==> src/rtl/usp_pkg.sv <==
// Constants and types shared by the serial port with baud rate generator.
package usp_pkg;

  // Register addresses on the core-side register port.
  localparam logic [7:0] ADDR_POWER_CTRL = 8'h87;
  localparam logic [7:0] ADDR_SERIAL_CONTROL       = 8'h98;
  localparam logic [7:0] ADDR_SERIAL_BUFFER       = 8'h99;
  localparam logic [7:0] ADDR_BRL        = 8'h9A;
  localparam logic [7:0] ADDR_BAUD_CTRL  = 8'h9B;
  localparam logic [7:0] ADDR_SLAVE_ADDRESS      = 8'hA9;
  localparam logic [7:0] ADDR_SLAVE_ADDRESS_MASK      = 8'hB9;

  // Serial control field positions.
  localparam int unsigned SC_FE_SM0 = 7;
  localparam int unsigned SC_SM1    = 6;
  localparam int unsigned SC_SM2    = 5;
  localparam int unsigned SC_REN    = 4;
  localparam int unsigned SC_TB8    = 3;
  localparam int unsigned SC_RB8    = 2;
  localparam int unsigned SC_TI     = 1;
  localparam int unsigned SC_RI     = 0;

  // Power control and baud control field positions.
  localparam int unsigned PC_DOUBLER   = 7;
  localparam int unsigned PC_FE_ACCESS = 6;
  localparam int unsigned BC_RUN       = 4;
  localparam int unsigned BC_TX_GEN    = 3;
  localparam int unsigned BC_RX_GEN    = 2;
  localparam int unsigned BC_SPEED     = 1;
  localparam int unsigned BC_M0_SRC    = 0;

  // Reset values.
  localparam logic [7:0] SERIAL_CONTROL_RESET  = 8'h00;
  localparam logic [7:0] SLAVE_ADDRESS_MASK_RESET = 8'h00;
  localparam logic [7:0] SLAVE_ADDRESS_RESET = 8'h00;
  localparam logic [7:0] OTHER_RESET = 8'h00;

  // Mode codes and timing counts.
  localparam logic [1:0] MODE_SHIFT  = 2'h0;
  localparam logic [1:0] MODE_FIXED9 = 2'h2;
  localparam logic [2:0] BRG_PRE_LAST = 3'h5;
  localparam logic [7:0] BRG_TOP      = 8'hFF;
  localparam logic [1:0] M0_HALF_LAST = 2'h2;
  localparam logic [3:0] OVS_LAST     = 4'hF;
  localparam logic [3:0] START_SAMPLE = 4'h7;
  localparam logic [2:0] BIT_LAST     = 3'h7;

  typedef enum logic [2:0] {USP_TX_IDLE, USP_TX_START, USP_TX_DATA, USP_TX_NINTH, USP_TX_STOP, USP_TX_SHIFT} usp_tx_state_t;
  typedef enum logic [2:0] {USP_RX_IDLE, USP_RX_START, USP_RX_DATA, USP_RX_NINTH, USP_RX_STOP} usp_rx_state_t;

endpackage : usp_pkg

==> src/rtl/usp_rx_if.sv <==
// Link between the port control logic and the asynchronous receiver.
`timescale 1ns/10ps
interface usp_rx_if;
  logic       tick16;
  logic       enable;
  logic       nine_bits;
  logic       line;
  logic [7:0] data;
  logic       ninth;
  logic       stop_bit;
  logic       data_done;
  logic       stop_done;

  modport ctrl (output tick16, enable, nine_bits, line, input data, ninth, stop_bit, data_done, stop_done);
  modport rx (input tick16, enable, nine_bits, line, output data, ninth, stop_bit, data_done, stop_done);
endinterface : usp_rx_if

==> src/rtl/usp_brg.sv <==
// Internal baud rate generator: prescaled reload counter.
`timescale 1ns/10ps
module usp_brg (
  // Clock and reset.
  input  wire logic       clk,
  input  wire logic       reset,
  // Configuration.
  input  wire logic       run,
  input  wire logic       speed_fast,
  input  wire logic [7:0] reload,
  // Overflow pulse.
  output logic            overflow
);
  logic [2:0] pre;
  logic [2:0] next_pre;
  logic [7:0] cnt;
  logic [7:0] next_cnt;
  logic       next_overflow;
  logic       pre_tick;

  // Divide by six in slow speed, then count from the reload value up to the top.
  always_comb begin
    pre_tick      = speed_fast | (pre == usp_pkg::BRG_PRE_LAST);
    next_pre      = pre;
    next_cnt      = cnt;
    next_overflow = 1'b0;
    if (!run) begin
      next_pre = 3'h0;
      next_cnt = reload;
    end else begin
      next_pre = pre_tick ? 3'h0 : 3'(pre + 3'h1);
      if (pre_tick) begin
        if (cnt == usp_pkg::BRG_TOP) begin
          next_cnt      = reload;
          next_overflow = 1'b1;
        end else begin
          next_cnt = 8'(cnt + 8'h01);
        end
      end
    end
  end

  // Counter registers.
  always_ff @(posedge clk) begin
    if (reset) begin
      pre      <= 3'h0;
      cnt      <= 8'h00;
      overflow <= 1'b0;
    end else begin
      pre      <= next_pre;
      cnt      <= next_cnt;
      overflow <= next_overflow;
    end
  end
endmodule : usp_brg

==> src/rtl/usp_rx.sv <==
// Asynchronous frame receiver with sixteen-times oversampling.
`timescale 1ns/10ps
module usp_rx (
  // Clock and reset.
  input  wire logic clk,
  input  wire logic reset,
  // Link to the control logic.
  usp_rx_if.rx      rx
);
  usp_pkg::usp_rx_state_t state;
  usp_pkg::usp_rx_state_t next_state;
  logic [3:0] cnt;
  logic [3:0] next_cnt;
  logic [2:0] bit_idx;
  logic [2:0] next_bit_idx;
  logic [7:0] shift;
  logic [7:0] next_shift;
  logic [7:0] next_data;
  logic       next_ninth;
  logic       next_stop_bit;
  logic       next_data_done;
  logic       next_stop_done;
  logic       sample;

  // Frame walk: start check at mid start bit, then one sample per sixteen ticks.
  always_comb begin
    next_state     = state;
    next_cnt       = cnt;
    next_bit_idx   = bit_idx;
    next_shift     = shift;
    next_data      = rx.data;
    next_ninth     = rx.ninth;
    next_stop_bit  = rx.stop_bit;
    next_data_done = 1'b0;
    next_stop_done = 1'b0;
    sample         = rx.tick16 & (cnt == usp_pkg::OVS_LAST);
    if (rx.tick16 && !sample) begin
      next_cnt = 4'(cnt + 4'h1);
    end
    unique case (state)
      usp_pkg::USP_RX_IDLE: begin
        next_cnt = 4'h0;
        if (!rx.line) begin
          next_state = usp_pkg::USP_RX_START;
        end
      end
      usp_pkg::USP_RX_START: begin
        if (rx.tick16 && cnt == usp_pkg::START_SAMPLE) begin
          next_cnt     = 4'h0;
          next_bit_idx = 3'h0;
          next_state   = rx.line ? usp_pkg::USP_RX_IDLE : usp_pkg::USP_RX_DATA;
        end
      end
      usp_pkg::USP_RX_DATA: begin
        if (sample) begin
          next_cnt   = 4'h0;
          next_shift = {rx.line, shift[7:1]};
          if (bit_idx == usp_pkg::BIT_LAST) begin
            next_data      = {rx.line, shift[7:1]};
            next_data_done = ~rx.nine_bits;
            next_state     = rx.nine_bits ? usp_pkg::USP_RX_NINTH : usp_pkg::USP_RX_STOP;
          end else begin
            next_bit_idx = 3'(bit_idx + 3'h1);
          end
        end
      end
      usp_pkg::USP_RX_NINTH: begin
        if (sample) begin
          next_cnt       = 4'h0;
          next_ninth     = rx.line;
          next_data_done = 1'b1;
          next_state     = usp_pkg::USP_RX_STOP;
        end
      end
      usp_pkg::USP_RX_STOP: begin
        if (sample) begin
          next_cnt       = 4'h0;
          next_stop_bit  = rx.line;
          next_stop_done = 1'b1;
          next_state     = usp_pkg::USP_RX_IDLE;
        end
      end
    endcase
    if (!rx.enable) begin
      next_state     = usp_pkg::USP_RX_IDLE;
      next_data_done = 1'b0;
      next_stop_done = 1'b0;
    end
  end

  // Receiver registers.
  always_ff @(posedge clk) begin
    if (reset) begin
      state        <= usp_pkg::USP_RX_IDLE;
      cnt          <= 4'h0;
      bit_idx      <= 3'h0;
      shift        <= 8'h00;
      rx.data      <= 8'h00;
      rx.ninth     <= 1'b0;
      rx.stop_bit  <= 1'b0;
      rx.data_done <= 1'b0;
      rx.stop_done <= 1'b0;
    end else begin
      state        <= next_state;
      cnt          <= next_cnt;
      bit_idx      <= next_bit_idx;
      shift        <= next_shift;
      rx.data      <= next_data;
      rx.ninth     <= next_ninth;
      rx.stop_bit  <= next_stop_bit;
      rx.data_done <= next_data_done;
      rx.stop_done <= next_stop_done;
    end
  end
endmodule : usp_rx

==> src/rtl/usp_serial_port.sv <==
// Enhanced serial port with shift mode, 8/9-bit UART modes and internal baud generator.
//
// The plain strobed port is this design's own decision.
`timescale 1ns/10ps

module usp_serial_port (
  // Clock and reset.
  input  wire logic       clk,
  input  wire logic       reset,
  // Register port.
  input  wire logic [7:0] addr,
  input  wire logic [7:0] wr_data,
  input  wire logic       wr_en,
  input  wire logic       rd_en,
  output logic      [7:0] rd_data,
  // Single-bit write port for the serial control register.
  input  wire logic       bit_wr,
  input  wire logic [2:0] bit_index,
  input  wire logic       bit_value,
  // Timer clock sources.
  input  wire logic       timer1_overflow,
  input  wire logic       timer2_overflow,
  input  wire logic       tx_timer2_select,
  input  wire logic       rx_timer2_select,
  // Serial pins.
  input  wire logic       rxd_in,
  output logic            rxd_out,
  output logic            rxd_oe,
  output logic            txd_out
);
  usp_rx_if rx_bus ();

  logic [7:0] serial_control;
  logic [7:0] next_serial_control;
  logic       fe;
  logic       next_fe;
  logic [7:0] serial_buffer_rx;
  logic [7:0] next_serial_buffer_rx;
  logic [7:0] slave_address;
  logic [7:0] slave_address_mask;
  logic [7:0] brg_reload_value;
  logic [7:0] baud_ctrl;
  logic [7:0] power_ctrl;
  logic [7:0] next_slave_address;
  logic [7:0] next_slave_address_mask;
  logic [7:0] next_brl;
  logic [7:0] next_baud_ctrl;
  logic [7:0] next_power_ctrl;
  logic [7:0] next_rd_data;
  logic [7:0] sw_mask;
  logic [7:0] sw_val;
  logic       rxd_meta;
  logic       rxd_sync;
  logic       brg_ovf;
  logic [1:0] m0_cnt;
  logic [1:0] next_m0_cnt;
  logic       fix_tog;
  logic       brg_tog_a;
  logic       brg_tog_b;
  logic       t1_tog;
  logic       next_fix_tog;
  logic       next_brg_tog_a;
  logic       next_brg_tog_b;
  logic       next_t1_tog;
  logic       brg16;
  logic       t1_16;
  logic       fixed16;
  logic       tx_tick16;
  logic       rx_tick16;
  logic       m0_half;
  logic [1:0] mode;
  logic       doubler;
  logic       fe_sel;
  logic [7:0] bcast;
  logic       addr_ok;
  logic       ninth_eff;
  logic       frame_event;
  logic       accept;
  logic       fe_set;
  logic       ti_set;
  logic       ri_m0_set;
  usp_pkg::usp_tx_state_t tx_state;
  usp_pkg::usp_tx_state_t next_tx_state;
  logic [3:0] tx_cnt;
  logic [3:0] next_tx_cnt;
  logic [2:0] tx_bit;
  logic [2:0] next_tx_bit;
  logic [7:0] tx_shift;
  logic [7:0] next_tx_shift;
  logic       m0_phase;
  logic       next_m0_phase;
  logic       m0_rx;
  logic       next_m0_rx;
  logic       next_txd_out;
  logic       next_rxd_out;
  logic       next_rxd_oe;

  // Field views of the configuration registers.
  assign mode    = {serial_control[usp_pkg::SC_FE_SM0], serial_control[usp_pkg::SC_SM1]};
  assign doubler = power_ctrl[usp_pkg::PC_DOUBLER];
  assign fe_sel  = power_ctrl[usp_pkg::PC_FE_ACCESS];

  // Internal baud generator.
  usp_brg u_brg (
    .clk        (clk),
    .reset      (reset),
    .run        (baud_ctrl[usp_pkg::BC_RUN]),
    .speed_fast (baud_ctrl[usp_pkg::BC_SPEED]),
    .reload     (brg_reload_value),
    .overflow   (brg_ovf)
  );

  // Asynchronous receiver.
  usp_rx u_rx (
    .clk   (clk),
    .reset (reset),
    .rx    (rx_bus.rx)
  );

  // Rate dividers: generator overflow halved always and again without the doubler; timer 1 overflow halved without it.
  always_comb begin
    next_m0_cnt    = (m0_cnt == usp_pkg::M0_HALF_LAST) ? 2'h0 : 2'(m0_cnt + 2'h1);
    next_fix_tog   = ~fix_tog;
    next_brg_tog_a = brg_ovf ? ~brg_tog_a : brg_tog_a;
    next_brg_tog_b = (brg_ovf & brg_tog_a) ? ~brg_tog_b : brg_tog_b;
    next_t1_tog    = timer1_overflow ? ~t1_tog : t1_tog;
  end

  // Oversampling tick selection per direction.
  assign brg16     = brg_ovf & brg_tog_a & (doubler | brg_tog_b);
  assign t1_16     = timer1_overflow & (doubler | t1_tog);
  assign fixed16   = doubler | fix_tog;
  assign tx_tick16 = (mode == usp_pkg::MODE_FIXED9) ? fixed16 :
                     baud_ctrl[usp_pkg::BC_TX_GEN] ? brg16 :
                     tx_timer2_select ? timer2_overflow : t1_16;
  assign rx_tick16 = (mode == usp_pkg::MODE_FIXED9) ? fixed16 :
                     baud_ctrl[usp_pkg::BC_RX_GEN] ? brg16 :
                     rx_timer2_select ? timer2_overflow : t1_16;
  assign m0_half   = baud_ctrl[usp_pkg::BC_M0_SRC] ? brg_ovf : (m0_cnt == usp_pkg::M0_HALF_LAST);

  // Receiver hookup; shift mode is handled by the shifter below.
  assign rx_bus.tick16    = rx_tick16;
  assign rx_bus.enable    = serial_control[usp_pkg::SC_REN] & (mode != usp_pkg::MODE_SHIFT);
  assign rx_bus.nine_bits = mode[1];
  assign rx_bus.line      = rxd_sync;

  // Address recognition and frame acceptance.
  assign bcast       = slave_address | slave_address_mask;
  assign addr_ok     = (((rx_bus.data ^ slave_address) & slave_address_mask) == 8'h00) | ((rx_bus.data & bcast) == bcast);
  assign ninth_eff   = mode[1] ? rx_bus.ninth : rx_bus.stop_bit;
  assign frame_event = (fe_sel | ~mode[1]) ? rx_bus.stop_done : rx_bus.data_done;
  assign accept      = frame_event & ~serial_control[usp_pkg::SC_RI] & (~serial_control[usp_pkg::SC_SM2] | (ninth_eff & addr_ok));
  assign fe_set      = fe_sel & rx_bus.stop_done & ~rx_bus.stop_bit;

  // Software write mask for the control register, from byte or single-bit writes.
  always_comb begin
    sw_mask = 8'h00;
    sw_val  = wr_data;
    if (wr_en && addr == usp_pkg::ADDR_SERIAL_CONTROL) begin
      sw_mask = 8'hFF;
    end else if (bit_wr) begin
      sw_mask[bit_index] = 1'b1;
      sw_val             = {8{bit_value}};
    end
  end

  // Register file next values; hardware sets win over software clears.
  always_comb begin
    next_serial_control       = (serial_control & ~sw_mask) | (sw_val & sw_mask);
    next_fe         = fe;
    next_serial_buffer_rx    = serial_buffer_rx;
    next_slave_address      = slave_address;
    next_slave_address_mask      = slave_address_mask;
    next_brl        = brg_reload_value;
    next_baud_ctrl  = baud_ctrl;
    next_power_ctrl = power_ctrl;
    if (fe_sel) begin
      next_serial_control[usp_pkg::SC_FE_SM0] = serial_control[usp_pkg::SC_FE_SM0];
      if (sw_mask[usp_pkg::SC_FE_SM0]) begin
        next_fe = sw_val[usp_pkg::SC_FE_SM0];
      end
    end
    if (fe_set) begin
      next_fe = 1'b1;
    end
    if (accept) begin
      next_serial_buffer_rx                = rx_bus.data;
      next_serial_control[usp_pkg::SC_RB8]  = ninth_eff;
      next_serial_control[usp_pkg::SC_RI]   = 1'b1;
    end
    if (ri_m0_set) begin
      next_serial_buffer_rx              = {rxd_sync, tx_shift[7:1]};
      next_serial_control[usp_pkg::SC_RI] = 1'b1;
    end
    if (ti_set) begin
      next_serial_control[usp_pkg::SC_TI] = 1'b1;
    end
    if (wr_en) begin
      unique case (addr)
        usp_pkg::ADDR_SLAVE_ADDRESS:      next_slave_address      = wr_data;
        usp_pkg::ADDR_SLAVE_ADDRESS_MASK:      next_slave_address_mask      = wr_data;
        usp_pkg::ADDR_BRL:        next_brl        = wr_data;
        usp_pkg::ADDR_BAUD_CTRL:  next_baud_ctrl  = wr_data;
        usp_pkg::ADDR_POWER_CTRL: next_power_ctrl = wr_data;
        default: ;
      endcase
    end
  end

  // Read data mux; stands for the one cycle after the read strobe.
  always_comb begin
    next_rd_data = 8'h00;
    if (rd_en) begin
      unique case (addr)
        usp_pkg::ADDR_SERIAL_CONTROL:       next_rd_data = {fe_sel ? fe : serial_control[usp_pkg::SC_FE_SM0], serial_control[6:0]};
        usp_pkg::ADDR_SERIAL_BUFFER:       next_rd_data = serial_buffer_rx;
        usp_pkg::ADDR_SLAVE_ADDRESS:      next_rd_data = slave_address;
        usp_pkg::ADDR_SLAVE_ADDRESS_MASK:      next_rd_data = slave_address_mask;
        usp_pkg::ADDR_BRL:        next_rd_data = brg_reload_value;
        usp_pkg::ADDR_BAUD_CTRL:  next_rd_data = baud_ctrl;
        usp_pkg::ADDR_POWER_CTRL: next_rd_data = power_ctrl;
        default:                  next_rd_data = 8'h00;
      endcase
    end
  end

  // Transmitter and shift-mode engine.
  always_comb begin
    next_tx_state = tx_state;
    next_tx_cnt   = tx_cnt;
    next_tx_bit   = tx_bit;
    next_tx_shift = tx_shift;
    next_m0_phase = m0_phase;
    next_m0_rx    = m0_rx;
    next_txd_out  = txd_out;
    next_rxd_out  = rxd_out;
    next_rxd_oe   = rxd_oe;
    ti_set        = 1'b0;
    ri_m0_set     = 1'b0;
    if (tx_state != usp_pkg::USP_TX_IDLE && tx_state != usp_pkg::USP_TX_SHIFT && tx_tick16) begin
      next_tx_cnt = 4'(tx_cnt + 4'h1);
    end
    unique case (tx_state)
      usp_pkg::USP_TX_IDLE: begin
        next_tx_cnt   = 4'h0;
        next_tx_bit   = 3'h0;
        next_m0_phase = 1'b0;
        next_txd_out  = 1'b1;
        if (wr_en && addr == usp_pkg::ADDR_SERIAL_BUFFER) begin
          next_tx_shift = wr_data;
          if (mode == usp_pkg::MODE_SHIFT) begin
            next_tx_state = usp_pkg::USP_TX_SHIFT;
            next_m0_rx    = 1'b0;
            next_rxd_out  = wr_data[0];
            next_rxd_oe   = 1'b1;
          end else begin
            next_tx_state = usp_pkg::USP_TX_START;
            next_txd_out  = 1'b0;
          end
        end else if (mode == usp_pkg::MODE_SHIFT && serial_control[usp_pkg::SC_REN] && !serial_control[usp_pkg::SC_RI]) begin
          next_tx_state = usp_pkg::USP_TX_SHIFT;
          next_m0_rx    = 1'b1;
          next_rxd_oe   = 1'b0;
        end
      end
      usp_pkg::USP_TX_START: begin
        if (tx_tick16 && tx_cnt == usp_pkg::OVS_LAST) begin
          next_tx_state = usp_pkg::USP_TX_DATA;
          next_txd_out  = tx_shift[0];
        end
      end
      usp_pkg::USP_TX_DATA: begin
        if (tx_tick16 && tx_cnt == usp_pkg::OVS_LAST) begin
          if (tx_bit == usp_pkg::BIT_LAST) begin
            next_tx_state = mode[1] ? usp_pkg::USP_TX_NINTH : usp_pkg::USP_TX_STOP;
            next_txd_out  = mode[1] ? serial_control[usp_pkg::SC_TB8] : 1'b1;
            ti_set        = ~mode[1];
          end else begin
            next_tx_bit   = 3'(tx_bit + 3'h1);
            next_tx_shift = {1'b0, tx_shift[7:1]};
            next_txd_out  = tx_shift[1];
          end
        end
      end
      usp_pkg::USP_TX_NINTH: begin
        if (tx_tick16 && tx_cnt == usp_pkg::OVS_LAST) begin
          next_tx_state = usp_pkg::USP_TX_STOP;
          next_txd_out  = 1'b1;
          ti_set        = 1'b1;
        end
      end
      usp_pkg::USP_TX_STOP: begin
        if (tx_tick16 && tx_cnt == usp_pkg::OVS_LAST) begin
          next_tx_state = usp_pkg::USP_TX_IDLE;
        end
      end
      usp_pkg::USP_TX_SHIFT: begin
        if (m0_half) begin
          next_m0_phase = ~m0_phase;
          next_txd_out  = m0_phase;
          if (m0_phase) begin
            next_tx_shift = {m0_rx ? rxd_sync : 1'b0, tx_shift[7:1]};
            next_rxd_out  = tx_shift[1];
            if (tx_bit == usp_pkg::BIT_LAST) begin
              next_tx_state = usp_pkg::USP_TX_IDLE;
              next_rxd_oe   = 1'b0;
              ti_set        = ~m0_rx;
              ri_m0_set     = m0_rx;
            end else begin
              next_tx_bit = 3'(tx_bit + 3'h1);
            end
          end
        end
        if (m0_rx && !serial_control[usp_pkg::SC_REN]) begin
          next_tx_state = usp_pkg::USP_TX_IDLE;
          next_txd_out  = 1'b1;
        end
      end
      default: next_tx_state = usp_pkg::USP_TX_IDLE;
    endcase
    if (ri_m0_set) begin
      next_tx_shift = {rxd_sync, tx_shift[7:1]};
    end
  end

  // Input synchroniser for the receive pin.
  always_ff @(posedge clk) begin
    if (reset) begin
      rxd_meta <= 1'b1;
      rxd_sync <= 1'b1;
    end else begin
      rxd_meta <= rxd_in;
      rxd_sync <= rxd_meta;
    end
  end

  // All other block state registers.
  always_ff @(posedge clk) begin
    if (reset) begin
      serial_control       <= usp_pkg::SERIAL_CONTROL_RESET;
      fe         <= 1'b0;
      serial_buffer_rx    <= usp_pkg::OTHER_RESET;
      slave_address      <= usp_pkg::SLAVE_ADDRESS_RESET;
      slave_address_mask      <= usp_pkg::SLAVE_ADDRESS_MASK_RESET;
      brg_reload_value        <= usp_pkg::OTHER_RESET;
      baud_ctrl  <= usp_pkg::OTHER_RESET;
      power_ctrl <= usp_pkg::OTHER_RESET;
      rd_data    <= 8'h00;
      m0_cnt     <= 2'h0;
      fix_tog    <= 1'b0;
      brg_tog_a  <= 1'b0;
      brg_tog_b  <= 1'b0;
      t1_tog     <= 1'b0;
      tx_state   <= usp_pkg::USP_TX_IDLE;
      tx_cnt     <= 4'h0;
      tx_bit     <= 3'h0;
      tx_shift   <= 8'h00;
      m0_phase   <= 1'b0;
      m0_rx      <= 1'b0;
      txd_out    <= 1'b1;
      rxd_out    <= 1'b1;
      rxd_oe     <= 1'b0;
    end else begin
      serial_control       <= next_serial_control;
      fe         <= next_fe;
      serial_buffer_rx    <= next_serial_buffer_rx;
      slave_address      <= next_slave_address;
      slave_address_mask      <= next_slave_address_mask;
      brg_reload_value        <= next_brl;
      baud_ctrl  <= next_baud_ctrl;
      power_ctrl <= next_power_ctrl;
      rd_data    <= next_rd_data;
      m0_cnt     <= next_m0_cnt;
      fix_tog    <= next_fix_tog;
      brg_tog_a  <= next_brg_tog_a;
      brg_tog_b  <= next_brg_tog_b;
      t1_tog     <= next_t1_tog;
      tx_state   <= next_tx_state;
      tx_cnt     <= next_tx_cnt;
      tx_bit     <= next_tx_bit;
      tx_shift   <= next_tx_shift;
      m0_phase   <= next_m0_phase;
      m0_rx      <= next_m0_rx;
      txd_out    <= next_txd_out;
      rxd_out    <= next_rxd_out;
      rxd_oe     <= next_rxd_oe;
    end
  end
endmodule : usp_serial_port

==> config.mk <==
export PLATFORM = sky130hd
export DESIGN_NAME = usp_serial_port
export DESIGN_NICKNAME = d
export VERILOG_FILES = /design/src/rtl/usp_pkg.sv /design/src/rtl/usp_rx_if.sv /design/src/rtl/usp_brg.sv /design/src/rtl/usp_rx.sv /design/src/rtl/usp_serial_port.sv
export SDC_FILE = /design/constraint.sdc
export NUM_CORES = 1
export LEC_CHECK = 0
export ABC_AREA = 1
export BUFFER_PORTS_ARGS = -buffer_cell sky130_fd_sc_hd__clkbuf_2
export CAP_MARGIN = 20
export CORE_UTILIZATION = 45
export CTS_BUF_LIST = sky130_fd_sc_hd__clkbuf_16
export DETAILED_ROUTE_END_ITERATION = 6
export PLACE_DENSITY = 0.64
export SLEW_MARGIN = 20
export SYNTH_ARGS = -nofsm -noshare
export SYNTH_HDL_FRONTEND = slang
export SYNTH_HIERARCHICAL = 1
export SYNTH_SLANG_ARGS = --single-unit
==> constraint.sdc <==
create_clock -name clk -period 3.6 [get_ports clk]
set_input_delay 0.36 -clock clk [delete_from_list [all_inputs] [get_ports clk]]
set_output_delay 0.36 -clock clk [all_outputs]
set_load 0.02 [all_outputs]
# Word-level counts from Yosys, hierarchy flattened
# Index checks and enable logic that the tools add are counted.
# totals
reg_bits	138
ramBits	0
mem_count	0
romBits	0
latch_bits	0
# op_classes
n_mul	0
eq_ne	56
bitwise_logic	40
n_div	0
magnitude_cmp	2
shifts	0
n_reduce_logical	57
mux	115
add_sub_neg	7
# op_table
operator	n
2-to-1 mux 8 bit	15
2-to-1 mux 3 bit	26
equality test 8 bit, second input constant	8
2-to-1 mux 1 bit	56
one-hot mux 8 bit (7 select lines)	1
!= test 3 bit, second input constant	11
AND 8 bit	4
!= test 2 bit, second input constant	12
one-hot mux 8 bit (3 select lines)	1
AND reduction 2 bit	10
equality test 3 bit, second input constant	6
one-hot mux 3 bit (6 select lines)	1
AND reduction 6 bit	3
OR 8 bit	2
NOT 1 bit	15
one-hot mux 3 bit (5 select lines)	1
!= test 2 x 1 -> 1 bit, second input constant	7
nonzero test 2 bit	7
equality test 3 x 2 -> 1 bit, second input constant	4
2-to-1 mux 4 bit	3
one-hot mux 4 bit (3 select lines)	1
OR reduction 3 bit	4
logical AND 1 bit	11
AND 1 bit	10
other kinds (33)	58

# Depth between registers and ports, before layout
# depth
ltp_word	11
depth_mapped	15

# Modules after synthesis
# Netlist, hierarchy kept.
# modules_own_cells
module	cells_per_inst	seq_area_each_um2	n_inst	area_per_inst_um2
usp_serial_port	753	1921.8	1	5079.9
usp_rx	178	580.6	1	1276.2
usp_brg	109	240.2	1	737.0

# Least setup slack after synthesis
# Ideal clock, no wire load.
# synth_path
path_kind	register to register
start	register with a tool-made name
end	register u_rx.rx.data[6]
setup_ns	0.116
slack_ns	1.664
synth_period_minus_slack_ns	1.936
path_stages_with_launch	12
arrival_ns	1.820
path_cell_list	dfxtp_1 -> inv_2 -> nor2_1 -> a21oi_1 -> a21boi_0 -> inv_1 -> nor2_4 -> nand2_4 -> nor2_8 -> inv_2 -> nor2_1 -> nor2_1
# synth_rtl
item	line_no	text
to (signal assigned)	usp_rx.sv:108	rx.data <= next_data;
to (decl)	usp_rx_if.sv:15	modport rx (input tick16, enable, nine_bits, line, output data, ninth, stop_bit, data_done, stop_done);

==> run_results.csv <==
group,metric,value,unit
outcome,outcome,"complete, no violations",
sta,maxSlewHeadroom,0.3866,
yosys,ys_ff_latch,137,
clock_tree,clkLatencyLatePin,0.42,ns
sta,final-setup-viol-count,0,
yosys,synth_top_area_cell,"dfxtp_1",
cells_and_area,antenna_cells,0,
global_route,gr-total-overflow,0,
clock_tree,post_cts_buffers,0,
sta,worstMarginPinSlew,0.9119,ns
critical_path,critPathArrivalTime,2.86,ns
floorplanning,fp.dieH,127.6,µm
power_and_ir_drop,leakagePower,3.439,nW
global_route,grt_pass1_vias,6026,
floorplanning,die-area,16270,µm²
yosys,netlist.area_leader.share,0.3867,
placement,place_area,7431,µm²
cells_and_area,drive_above_1_share,0.1230,
yosys,synth_warnings,6,
detailed_routing,drt_iter0_markers,512,
detailed_routing,drc,0,
sta,fin_setup_tns,0,ns
clock_tree,clk_path_buf_depth,2,
critical_path,cp-start-kind,"flip-flop",
cells_and_area,area_growth_syn_to_layout,13.37,%
global_route,grt_pass1_wl,30530,µm
clock_tree,cts_resized,0,
floorplanning,core_area,15310,µm²
yosys,syn_avg_cell_area,6.820,µm²
placement,gp_congestion,0.8921,
sta,finalCriticalPeriod,2.565,ns
critical_path,end_kind,"flip-flop",
sta,skew,0.006578,ns
sta,report.final.slew_viol_count,0,
yosys,yosysUniqueCellTypes,53,
hold_path,hold_start,"rxd_in",
placement,pre_cts_ws,1.072,ns
critical_path,path_class,"flip-flop to flip-flop",
sta,fin_ws,1.035,ns
critical_path,cp.required,3.90,ns
sta,finalCritPeriodShare,0.7125,
clock_tree,htreeDepth,4,
yosys,synth.area.top_cells,"dfxtp_1, nand2_1, inv_1, nor2_1, o21ai_0",
hold_path,hp-class,"input pin to flip-flop",
detailed_routing,wirelength,18620,µm
critical_path,crit_fanout,10,
global_route,grt.total_usage,0.2417,
cells_and_area,nets,1116,
clock_tree,cts_sinks,137,
global_route,grt_max_degree,32,
yosys,synth_edf_count,0,
detailed_routing,via_count,6713,
detailed_routing,viasPerCell,5.164,
clock_tree,cts-buffers-inserted,17,
sta,rsz0062_at_grt,"false",
yosys,netlist_area,7093,µm²
yosys,ys_seq_area_frac,0.3867,
floorplanning,die_w,127.6,µm
flow_run,maxCapViolations,0,
floorplanning,ios,41,
power_and_ir_drop,powerDensity,511.8,nW/µm²
sta,fmax,0.3899,GHz
yosys,ys_async_sr_fraction,0,
power_and_ir_drop,peakVddDrop,0.0003518,V
detailed_routing,wl_per_cell,14.32,µm
cells_and_area,fin_area,8041,µm²
floorplanning,start_util,0.4632,
clock_tree,cts_tree,"built",
yosys,syn-num-nets,1080,
clock_tree,holdBufCountCts,0,
clock_tree,path_clk_slew,0.06,ns
detailed_routing,postRouteAntennaNets,0,
clock_tree,cts-root-buf,"clkbuf_16",
placement,portBuffers,40,
detailed_routing,first_pass_iters,5,
floorplanning,row_count,45,
yosys,ys.flop_type,"dfxtp_1",
placement,hpwl,13480,µm
yosys,synthCells,1040,
global_route,grt_antenna_before_repair,0,
sta,finalHoldViolCount,0,
## flip-flops by register name, indices dropped and copies added, names as in the netlist, 7 cells and up, named ones only
| name | flops |
|---|---|
| slave_address | 8 |
| u_rx/rx.data | 8 |
| rd_data | 8 |
| power_ctrl | 8 |
| baud_ctrl | 8 |
| tx_shift | 8 |
| brg_reload_value | 8 |
| serial_buffer_rx | 8 |
| u_brg/cnt | 8 |
| u_rx/shift | 7 |
| slave_address_mask | 8 |
## final cells by class
class,count,area [µm²]
Fill cell,1560,7273
Multi-Input combinational cell,733,3667
Sequential cell,137,2743
Inverter,144,541.8
Clock buffer,17,425.4
Tap cell,211,264.0
Timing Repair Buffer,43,222.7
Clock inverter,15,177.7
## report_power, final
part	switching [mW]	leakage, nW	internal, mW
Clock	0.692	0.288	1.09
Sequential	0.0597	1.11	1.59
Combinational	0.474	2.04	0.214
## per-layer routing
layer | routed length (µm) | part of all wire | global-route usage | up-vias
li1 | - | - | - | 3475
met1 | 8894 | 0.48 | 0.3293 | 3010
met2 | 8243 | 0.44 | 0.3783 | 203
met3 | 1051 | 0.056 | 0.04941 | 25
met4 | 427 | 0.023 | 0.08473 | 0
met5 | 0 | 0 | 0 | -
## kinds of logic (layout without fill, tap and decap cells)
kind of cell,after synthesis,after routing,share of synthesized area
fa+ha+maj,10,10,0.01764
compound gates,237,237,0.1879
flops,137,137,0.3867
buf+inv,170,219,0.09631
xor+xnor,5,5,0.006175
simple gates,481,481,0.3053
## worst max-delay path, cell delays in order, from the launching register on
cell      delay (ns)
dfxtp_1         0.43
inv_2           0.13
nor2_1          0.17
a21oi_1         0.05
a21boi_0        0.73
inv_1           0.20
nor2_4          0.20
nand2_4         0.11
nor2_8          0.16
inv_2           0.10
nand2_1         0.08
a21oi_1         0.06
## layout by cell type (no fill, tap or decap), types with 3 or more instances in the layout
| cell | instances |
|---|---|
| o221ai_1 | 3 |
| ha_1 | 10 |
| bufinv_16 | 3 |
| nor2_1 | 128 |
| inv_1 | 129 |
| clkbuf_16 | 17 |
| o21ai_0 | 94 |
| o21ai_1 | 16 |
| xnor2_1 | 3 |
| nand2_4 | 4 |
| or2_2 | 3 |
| clkinvlp_4 | 3 |
| nand2_2 | 12 |
| a21oi_1 | 76 |
| nor3_1 | 18 |
| o22ai_1 | 9 |
| nor2_2 | 8 |
| a211oi_1 | 9 |
| nor2_4 | 5 |
| a31oi_1 | 7 |
| nand3_1 | 57 |
| o21ai_2 | 3 |
| dfxtp_1 | 137 |
| nand4_1 | 13 |
| inv_2 | 14 |
| nand2_1 | 221 |
| o21bai_1 | 3 |
| clkinv_4 | 5 |
| clkbuf_2 | 40 |
| buf_4 | 3 |
## through the flow
step	hold WS (ns)	utilization	power [mW]	instances
floorplan	0.3895	-	2.207	1040
CTS	0.1111	0.5246	4.136	1299
finish	0.1197	0.5251	4.115	1300
detailed placement	0.3933	0.4852	2.360	1267
global placement	0.3917	0.4852	2.357	1267
global route	0.1195	0.5251	4.325	1300
## final timing paths
kind	endpoint	slack, ns	depth (start not counted)
max reg2reg	u_rx/rx.data[2]$_SDFFE_PP0P_	1.04	11
min reg2reg	rx_bus.line$_SDFF_PP1_	0.41	1
max	u_rx/rx.data[2]$_SDFFE_PP0P_	1.04	11
min	rxd_meta$_SDFF_PP1_	0.12	2
## synth_stat cells, drive strengths merged (3+ instances only)
library cell,number
xnor2,3
nor3,20
a21oi,78
nand4,13
nand3,61
o221ai,3
buf,12
inv,142
nor2,143
o22ai,9
or2,3
a31oi,7
nand2,237
clkbuf,14
a211oi,9
ha,10
o21ai,113
dfxtp,137
o21bai,3
Power figures use the tool's default switching activity.
